--- config.mk ---
export PLATFORM = sky130hd
export DESIGN_NAME = fct_bank
export DESIGN_NICKNAME = d
export VERILOG_FILES = /design/src/hdl/fct_pkg.sv /design/src/hdl/fct_bank.sv
export SDC_FILE = /design/constraint.sdc
export NUM_CORES = 1
export LEC_CHECK = 0
export BUFFER_PORTS_ARGS = -buffer_cell sky130_fd_sc_hd__buf_2
export CORE_MARGIN = 2
export CORE_UTILIZATION = 55
export DETAILED_ROUTE_END_ITERATION = 10
export GPL_TIMING_DRIVEN = 0
export HOLD_SLACK_MARGIN = 0.05
export PLACE_DENSITY_LB_ADDON = 0.12
export SYNTH_ARGS = -nofsm -noshare
export SYNTH_HDL_FRONTEND = slang
export SYNTH_SLANG_ARGS = --single-unit
--- constraint.sdc ---
create_clock -name CLOCK -period 5.58 [get_ports CLOCK]
set_input_delay 1.674 -clock CLOCK [delete_from_list [all_inputs] [get_ports CLOCK]]
set_output_delay 1.674 -clock CLOCK [all_outputs]
set_load 0.05 [all_outputs]
--- src/hdl/fct_pkg.sv ---
// Package: register map, reset values and carriers of the fan threshold bank
package fct_pkg;

    // ==================================================================
    // Register offsets
    localparam logic [7:0] FCT_R1_START_OFS = 8'h67;
    localparam logic [7:0] FCT_LC_START_OFS = 8'h68;
    localparam logic [7:0] FCT_R2_START_OFS = 8'h69;
    localparam logic [7:0] FCT_R1_CRIT_OFS = 8'h6a;
    localparam logic [7:0] FCT_LC_CRIT_OFS = 8'h6b;
    localparam logic [7:0] FCT_R2_CRIT_OFS = 8'h6c;
    localparam logic [7:0] FCT_HYST_A_OFS = 8'h6d;
    localparam logic [7:0] FCT_HYST_B_OFS = 8'h6e;
    localparam logic [7:0] FCT_TEST_OFS = 8'h6f;
    localparam logic [7:0] FCT_R1_TOFS_OFS = 8'h70;
    localparam logic [7:0] FCT_LC_TOFS_OFS = 8'h71;
    localparam logic [7:0] FCT_R2_TOFS_OFS = 8'h72;
    localparam logic [7:0] FCT_FIRST_OFS = FCT_R1_START_OFS;
    localparam logic [7:0] FCT_LAST_OFS = FCT_R2_TOFS_OFS;
    localparam int FCT_NREG = 12;

    // ==================================================================
    // Values after reset
    localparam logic [7:0] FCT_START_RST = 8'h5a;
    localparam logic [7:0] FCT_CRIT_RST = 8'h64;
    localparam logic [7:0] FCT_HYST_A_RST = 8'h44;
    localparam logic [7:0] FCT_HYST_B_RST = 8'h40;
    localparam logic [7:0] FCT_TEST_RST = 8'h00;
    localparam logic [7:0] FCT_TOFS_RST = 8'h00;
    localparam logic [7:0] FCT_RDATA_RST = 8'h00;

    // ==================================================================
    // Field positions and special values
    localparam int FCT_TEST_ON_BIT = 0;
    localparam logic [7:0] FCT_CRIT_OFF = 8'h80;
    localparam logic [7:0] FCT_DUTY_FULL = 8'hff;
    localparam logic [7:0] FCT_DUTY_OFF = 8'h00;

    // Channel numbers
    localparam logic [1:0] FCT_CH_R1 = 2'h0;
    localparam logic [1:0] FCT_CH_LC = 2'h1;
    localparam logic [1:0] FCT_CH_R2 = 2'h2;

    // ==================================================================
    // Carriers
    typedef struct packed {
        logic wr;
        logic rd;
        logic [7:0] addr;
        logic [7:0] wdata;
    } fct_bus_s;

    // Temperature in quarter degrees, two's complement
    typedef struct packed {
        logic valid;
        logic [1:0] chan;
        logic [9:0] temp;
    } fct_meas_s;

endpackage

--- src/hdl/fct_bank.sv ---
// Fan threshold configuration bank with start, failsafe and overtemp logic
//
// Notes on behaviour
// - Three fan start temperature registers at 0x67..0x69, reset 0x5a.
// - Above start temperature a fan runs at minimum duty, rising with heat.
// - Three critical limit registers at 0x6a..0x6c, reset 0x64.
// - Any channel over its critical limit forces all duty outputs full.
// - Critical limit of 0x80 disables the failsafe for that channel.
// - Full duty holds until temperature drops below limit minus hysteresis.
// - Overtemp pin, if an output, pulls low a quarter degree over limit.
// - 4-bit hysteresis per channel; 0x6d low local, high remote 1.
// - Hysteresis registers reset to 0x44 and 0x40.
// - Below start, fan stays at minimum until start minus hysteresis.
// - While locked, all bank registers ignore writes.
// - Bit 0 of test register enables gate tree test; reset 0x00.
// - Per-channel offset added to each measurement; offsets reset zero.
// - Offset range bit picks offset resolution.
// - Minimum duty scales linearly: 0x00 off, 0x80 half, 0xff full.
// - Remote 2 offset register at 0x72, resets to zero.
`timescale 1ns/1ps
module fct_bank
    import fct_pkg::*;
#(
    parameter int NCH = 3
) (
    // Clock and reset
    input wire logic CLOCK,
    input wire logic RESETN,
    // Register port
    input wire fct_pkg::fct_bus_s REG_BUS,
    output logic [7:0] RDATA,
    // Conversion results
    input wire fct_pkg::fct_meas_s MEAS,
    // Configuration from other banks
    input wire logic CFG_LOCK,
    input wire logic OFS_RANGE,
    input wire logic OT_PIN_IS_OUT,
    input wire logic [NCH-1:0][7:0] MIN_DUTY,
    input wire logic [NCH-1:0][3:0] SPAN_GAIN,
    // Fan control outputs
    output logic [NCH-1:0][7:0] DUTY,
    output logic [NCH-1:0] FAN_RUN,
    output logic FAILSAFE,
    output logic GATE_TREE_TEST_ON,
    // Overtemp pin, open drain
    output logic OT_PIN_O,
    output logic OT_PIN_OE
);
    import fct_pkg::*;

    // ==================================================================
    // Helpers
    function automatic logic [7:0] rst_val(input int idx);
        logic [7:0] ofs;
        ofs = FCT_FIRST_OFS + 8'(idx);
        if (ofs <= FCT_R2_START_OFS) begin
            return FCT_START_RST;
        end else if (ofs <= FCT_R2_CRIT_OFS) begin
            return FCT_CRIT_RST;
        end else if (ofs == FCT_HYST_A_OFS) begin
            return FCT_HYST_A_RST;
        end else if (ofs == FCT_HYST_B_OFS) begin
            return FCT_HYST_B_RST;
        end else if (ofs == FCT_TEST_OFS) begin
            return FCT_TEST_RST;
        end
        return FCT_TOFS_RST;
    endfunction

    // Degrees to signed quarter degrees
    function automatic logic signed [11:0] q4(input logic [7:0] deg);
        return $signed({{2{deg[7]}}, deg, 2'b00});
    endfunction

    function automatic logic signed [11:0] hq4(input logic [3:0] h);
        return $signed({6'h00, h, 2'b00});
    endfunction

    // Offset is in half degrees or whole degrees, per range bit
    function automatic logic signed [11:0] corr(input logic [9:0] t,
            input logic [7:0] ofs, input logic rng);
        logic signed [11:0] o;
        o = rng ? q4(ofs) : $signed({{3{ofs[7]}}, ofs, 1'b0});
        return $signed({{2{t[9]}}, t}) + o;
    endfunction

    // ==================================================================
    // Register storage
    logic [7:0] regs_ff [FCT_NREG];
    logic [7:0] rdata_ff;
    logic [7:0] widx;
    logic [7:0] ridx;
    logic wr_hit;
    logic rd_hit;

    assign widx = REG_BUS.addr - FCT_FIRST_OFS;
    assign ridx = widx;
    assign wr_hit = REG_BUS.wr && REG_BUS.addr >= FCT_FIRST_OFS
        && REG_BUS.addr <= FCT_LAST_OFS;
    assign rd_hit = REG_BUS.rd && REG_BUS.addr >= FCT_FIRST_OFS
        && REG_BUS.addr <= FCT_LAST_OFS;

    // Locked writes are dropped silently, no error path exists
    always_ff @(posedge CLOCK or negedge RESETN) begin
        if (!RESETN) begin
            for (int i = 0; i < FCT_NREG; i++) begin
                regs_ff[i] <= rst_val(i);
            end
        end else if (wr_hit && !CFG_LOCK) begin
            if (REG_BUS.addr == FCT_TEST_OFS) begin
                // Only the enable bit is kept; upper bits read zero
                regs_ff[widx[3:0]] <= {7'h00,
                    REG_BUS.wdata[FCT_TEST_ON_BIT]};
            end else begin
                regs_ff[widx[3:0]] <= REG_BUS.wdata;
            end
        end
    end

    always_ff @(posedge CLOCK or negedge RESETN) begin
        if (!RESETN) begin
            rdata_ff <= FCT_RDATA_RST;
        end else if (rd_hit) begin
            rdata_ff <= regs_ff[ridx[3:0]];
        end else begin
            rdata_ff <= FCT_RDATA_RST;
        end
    end

    assign RDATA = rdata_ff;

    // ==================================================================
    // Per-channel views of the registers
    logic [NCH-1:0][7:0] start_v;
    logic [NCH-1:0][7:0] crit_v;
    logic [NCH-1:0][7:0] tofs_v;
    logic [NCH-1:0][3:0] hyst_v;

    always_comb begin
        for (int c = 0; c < NCH; c++) begin
            start_v[c] = regs_ff[c];
            crit_v[c] = regs_ff[c + 3];
            tofs_v[c] = regs_ff[c + 9];
        end
        hyst_v[FCT_CH_R1] = regs_ff[6][7:4];
        hyst_v[FCT_CH_LC] = regs_ff[6][3:0];
        hyst_v[FCT_CH_R2] = regs_ff[7][7:4];
    end

    // ==================================================================
    // Comparison on each new conversion
    logic signed [11:0] t_corr;
    logic signed [11:0] st4;
    logic signed [11:0] cr4;
    logic signed [11:0] h4;
    logic [1:0] ch;

    assign ch = MEAS.chan;
    assign t_corr = corr(MEAS.temp, tofs_v[ch], OFS_RANGE);
    assign st4 = q4(start_v[ch]);
    assign cr4 = q4(crit_v[ch]);
    assign h4 = hq4(hyst_v[ch]);

    logic [NCH-1:0] run_ff;
    logic [NCH-1:0] crit_ff;
    logic [NCH-1:0] ot_ff;
    logic [NCH-1:0][7:0] exc_ff;

    // Fan start with hysteresis band below the start temperature
    always_ff @(posedge CLOCK or negedge RESETN) begin
        if (!RESETN) begin
            run_ff <= '0;
        end else if (MEAS.valid && ch < NCH) begin
            if (t_corr > st4) begin
                run_ff[ch] <= 1'b1;
            end else if (t_corr <= st4 - h4) begin
                run_ff[ch] <= 1'b0;
            end
        end
    end

    // Degrees above start, clamped to a byte, feed the ramp
    always_ff @(posedge CLOCK or negedge RESETN) begin
        if (!RESETN) begin
            exc_ff <= '0;
        end else if (MEAS.valid && ch < NCH) begin
            if (t_corr <= st4) begin
                exc_ff[ch] <= 8'h00;
            end else if (t_corr - st4 > 12'sh3fc) begin
                exc_ff[ch] <= 8'hff;
            end else begin
                exc_ff[ch] <= 8'(12'(t_corr - st4) >> 2);
            end
        end
    end

    // Critical failsafe per channel, released below limit minus hysteresis
    always_ff @(posedge CLOCK or negedge RESETN) begin
        if (!RESETN) begin
            crit_ff <= '0;
        end else if (MEAS.valid && ch < NCH) begin
            if (crit_v[ch] == FCT_CRIT_OFF) begin
                crit_ff[ch] <= 1'b0;
            end else if (t_corr > cr4) begin
                crit_ff[ch] <= 1'b1;
            end else if (t_corr < cr4 - h4) begin
                crit_ff[ch] <= 1'b0;
            end
        end
    end

    // Pin needs a full quarter degree above the limit
    always_ff @(posedge CLOCK or negedge RESETN) begin
        if (!RESETN) begin
            ot_ff <= '0;
        end else if (MEAS.valid && ch < NCH) begin
            if (crit_v[ch] == FCT_CRIT_OFF) begin
                ot_ff[ch] <= 1'b0;
            end else if (t_corr >= cr4 + 12'sh001) begin
                ot_ff[ch] <= 1'b1;
            end else if (t_corr < cr4 - h4) begin
                ot_ff[ch] <= 1'b0;
            end
        end
    end

    // ==================================================================
    // Duty outputs
    logic [NCH-1:0][7:0] duty_ff;
    logic failsafe_ff;
    logic ot_o_ff;
    logic ot_oe_ff;

    function automatic logic [7:0] ramp(input logic [7:0] mn,
            input logic [7:0] ex, input logic [3:0] g);
        logic [12:0] s;
        // Widen before multiplying so a large excess cannot wrap the product
        s = 13'(mn) + (13'(ex) * 13'(g));
        return (s > 13'h0ff) ? FCT_DUTY_FULL : s[7:0];
    endfunction

    always_ff @(posedge CLOCK or negedge RESETN) begin
        if (!RESETN) begin
            duty_ff <= '0;
        end else begin
            for (int c = 0; c < NCH; c++) begin
                if (|crit_ff) begin
                    duty_ff[c] <= FCT_DUTY_FULL;
                end else if (run_ff[c]) begin
                    duty_ff[c] <= ramp(MIN_DUTY[c], exc_ff[c],
                        SPAN_GAIN[c]);
                end else begin
                    duty_ff[c] <= FCT_DUTY_OFF;
                end
            end
        end
    end

    always_ff @(posedge CLOCK or negedge RESETN) begin
        if (!RESETN) begin
            failsafe_ff <= 1'b0;
        end else begin
            failsafe_ff <= |crit_ff;
        end
    end

    // Open drain: only ever pulls low
    always_ff @(posedge CLOCK or negedge RESETN) begin
        if (!RESETN) begin
            ot_o_ff <= 1'b0;
            ot_oe_ff <= 1'b0;
        end else begin
            ot_o_ff <= 1'b0;
            ot_oe_ff <= OT_PIN_IS_OUT && |ot_ff;
        end
    end

    assign DUTY = duty_ff;
    assign FAN_RUN = run_ff;
    assign FAILSAFE = failsafe_ff;
    assign GATE_TREE_TEST_ON = regs_ff[8][FCT_TEST_ON_BIT];
    assign OT_PIN_O = ot_o_ff;
    assign OT_PIN_OE = ot_oe_ff;

endmodule

==> flow_summary.yaml <==
run_status:
  result_of_the_run: "finished clean"
power_and_ir_drop:
  irDropWorstVdd_v: 0.000181
  pwr_density_cell_mw_per_mm2: 280
  pleak_nw: 7.08
clocking:
  tritoncts_num_sinks: 163
  tritoncts_clock_tree: "yes"
  clk_buf_depth: 2
  htree_levels: 4
  cts.hold.buffers_added: 0
  clock-root-buffer: "sky130_fd_sc_hd__clkbuf_16"
  worst_skew_pair.late_latency_ns: 0.45
  clk_pin_slew_ns: 0.08
  cts_made_buffers: 17
synth:
  area_contributors_post_synth: "sky130_fd_sc_hd__dfrtp_1 (27%), sky130_fd_sc_hd__ha_1 (12%), sky130_fd_sc_hd__fa_1 (9.5%)"
  count_of_distinct_cell_types_in_the_synthesized_netlist: 68
  synth_seq_cells: 163
  post-synth-top-area-cell: "sky130_fd_sc_hd__dfrtp_1"
  syn-cell-area_mm2: 0.0129
  netlist_instances: 1367
  synthFlopType: "sky130_fd_sc_hd__dfrtp_1"
  share_of_synthesized_flip_flops_with_an_asynchronous_set_or_reset_pct: 100
  synth_enable_flop_cells: 0
  synthesis.yosys.warnings: 0
  synth_top_cell_area_share_pct: 27.1
  synthesis.area_per_instance_um2: 9.40
  synth_nets: 1626
  seq_area_frac_synth_pct: 32.0
global_route:
  grt.overflow.total: 0
  grt_pass1_wl_um: 53100
  grt_start_max_net_pins: 114
  gr-usage-all-layers_pct: 27.7
  vias_in_the_first_global_route: 10594
  number_of_antenna_violations_at_the_first_check_in_global_routing: 0
die:
  die_area_mm2: 0.0246
  floorplan.core_area_mm2: 0.0228
  io-pin-count: 111
  initial_utilization_pct: 56.4
  die_y_um: 157
  row_count: 55
  die_w_um: 157
route:
  vias_per_cell: 5.62
  detailed_route_wl_um: 32500
  vias: 10334
  wl_per_instance_um: 17.7
  antenna_left: 0
  drc: 0
  iteration_0_drc_count_of_the_detailed_router: 621
  drtPass1Iterations: 5
sta:
  count_of_final_hold_check_violations: 0
  clock_skews_ns: 0.0120
  highest_achievable_clock_rate_ghz: 0.180
  setup_viol_count_final: 0
  worst_hold_slack_ns: 0.490
  grt_setup_unrepaired: "yes"
  drv_slew: 0
  fin_crit_sh_pct: 99.8
  setup_tns_ns: 0
  maxSlewHeadroom_pct: 9.58
  worst_slew_pin_slew_ns: 1.35
  finalWorstPathRequiredPeriod_ns: 5.57
worst_setup_path:
  maximum_fanout_count_along_the_critical_path: 8
  critical_path_top_delay_cell: "sky130_fd_sc_hd__a221o_1"
  critPathMaxStageDelay_ns: 0.37
  critical_path_arrival_ns: 5.88
  endpoint_kind: "flop"
  path_cells: "buf_12 -> buf_16 -> mux2i_4 -> nor2_4 -> a21oi_4 -> nor2_2 -> ha_2 -> inv_2 -> fa_2 -> nor2b_1 -> o21ai_1 -> nand2_1 -> buf_4 -> xor2_4 -> ha_4 -> and3_4 -> a221o_1 -> o21ba_4 -> o2111a_2 -> a31oi_4 -> o32ai_4 -> buf_12 -> nor3_4 -> o21ai_1"
  setup.worst_path.start_class: "input port"
  crit_required_ns: 5.89
  worstSetupPathType: "in -> reg"
finish:
  n_antenna_cell: 0
  post_route_cells_drive_above_1_share_pct: 21.0
  fill_cells: 1854
  areaGrowthSynthToFinish_pct: 17.9
  regArea_mm2: 0.00411
  multi_input_logic_area_mm2: 0.00846
  post-route-cell-area_mm2: 0.0152
  num-nets-final: 1773
placement:
  detailedPlacementHpwl_um: 24800
  finalWeightedCongestion: 0.894
  io_buffers: 106
  detailed_place.area_mm2: 0.0140
hold_path:
  worstHoldPathType: "reg -> reg"
flow_run:
  maxCapViolations: 0
[metal layers]
| metal | GRT usage (%) | vias up | part of all wire (%) |
|---|---|---|---|
| met3 | 3.71 | 76 | 3.6 |
| met2 | 48.9 | 275 | 51 |
| met5 | 0 | - | 0 |
| met1 | 33.7 | 5013 | 42 |
| li1 | - | 4970 | - |
| met4 | 12.4 | 0 | 4.0 |
[cell usage in the layout, fill, tap and decap left out, drive strengths merged, types with 41 or more instances in the layout]
master,count
o21ai,146
nand2,186
fa,61
ha,126
inv,143
nor2,56
buf,154
and2,75
clkbuf,41
a21oi,66
dfrtp,139
[critical path, delay by kind of cell]
| kind | cells | cell delay (ns) |
|---|---|---|
| compound gates | 8 | 1.38 |
| xor+xnor | 1 | 0.27 |
| buf+inv | 5 | 0.62 |
| mux | 1 | 0.19 |
| fa+ha+maj | 3 | 0.83 |
| simple gates | 6 | 0.89 |
[per-stage QoR]
step / util [%] / instances / power, W / setup slack, ns
floorplan: - / 1367 / 0.00259 / -0.324
global placement: 61.1 / 1786 / 0.00295 / -1.67
detailed placement: 61.3 / 1787 / 0.00300 / -1.71
CTS: 65.7 / 1829 / 0.00424 / 0.0103
global route: 66.5 / 1840 / 0.00451 / -0.140
finish: 66.5 / 1840 / 0.00424 / 0.00926
[cells by family (layout without fill, tap and decap cells)]
| family | Yosys count | after routing | share of synthesized area, % |
|---|---|---|---|
| AO/OA/AOI/OAI | 304 | 304 | 13.9 |
| XOR/XNOR | 38 | 38 | 2.59 |
| adder cells (fa/ha/maj) | 188 | 188 | 21.8 |
| buffers and inverters | 184 | 344 | 5.65 |
| flip-flops | 163 | 163 | 32.0 |
| multiplexers | 74 | 74 | 8.24 |
| other | 1 | 1 | 0.0292 |
| AND/OR/NAND/NOR | 415 | 415 | 15.8 |
[what timing repair did]
action | CTS | global route
setup buffers | 14 | 12
setup endpoints to repair | 33 | 40
resized for setup | 68 | 32
pin swaps | 21 | 23
[final timing paths]
check / cells after the start / slack, ns / start / end
setup / recovery: 24 / 0.009 / MEAS[11] / exc_ff[2]
hold / removal: 2 / 0.49 / regs_ff[89] / regs_ff[89]
setup reg to reg: 19 / 1.15 / flop / exc_ff[2]
hold reg to reg: 2 / 0.49 / regs_ff[89] / regs_ff[89]
max in group asynchronous: 2 / 3.52 / RESETN / regs_ff[30]
min in group asynchronous: 1 / 1.13 / RESETN / DUTY[22]
[synthesized netlist by cell type (all sizes together), types with 5 or more instances]
library cell and count:
dfrtp 139, nor4 7, o31ai 5, nor3 15, buf 23, a21o 21, nor2b 16, a21oi 66
nand2b 14, a211oi 8, a31oi 13, or3 6, ha 126, xnor2 24, clkbuf 26, fa 61
mux2 15, o21ai 146, o21a 14, nand3 11, mux4 24, nand2 186, mux2i 35, dfstp 24
and3 5, nor2 56, and2 75, xor2 14, inv 135
[final cells by class]
cell class / instances / area share [%]
Tap cell: 313 / 2.58
Clock buffer: 18 / 2.90
Multi-Input combinational cell: 1020 / 55.8
Inverter: 135 / 3.34
Clock inverter: 14 / 1.03
Timing Repair Buffer: 133 / 5.22
Sequential cell: 163 / 27.1
Buffer: 44 / 2.00
[where the power goes]
part           internal, W  leakage, nW  switching, W
registers          0.00131         2.03     0.0000883
logic             0.000633         4.76      0.000998
clock network     0.000614        0.290      0.000599
total              0.00256         7.08       0.00169
Power figures use the tool's default switching activity.
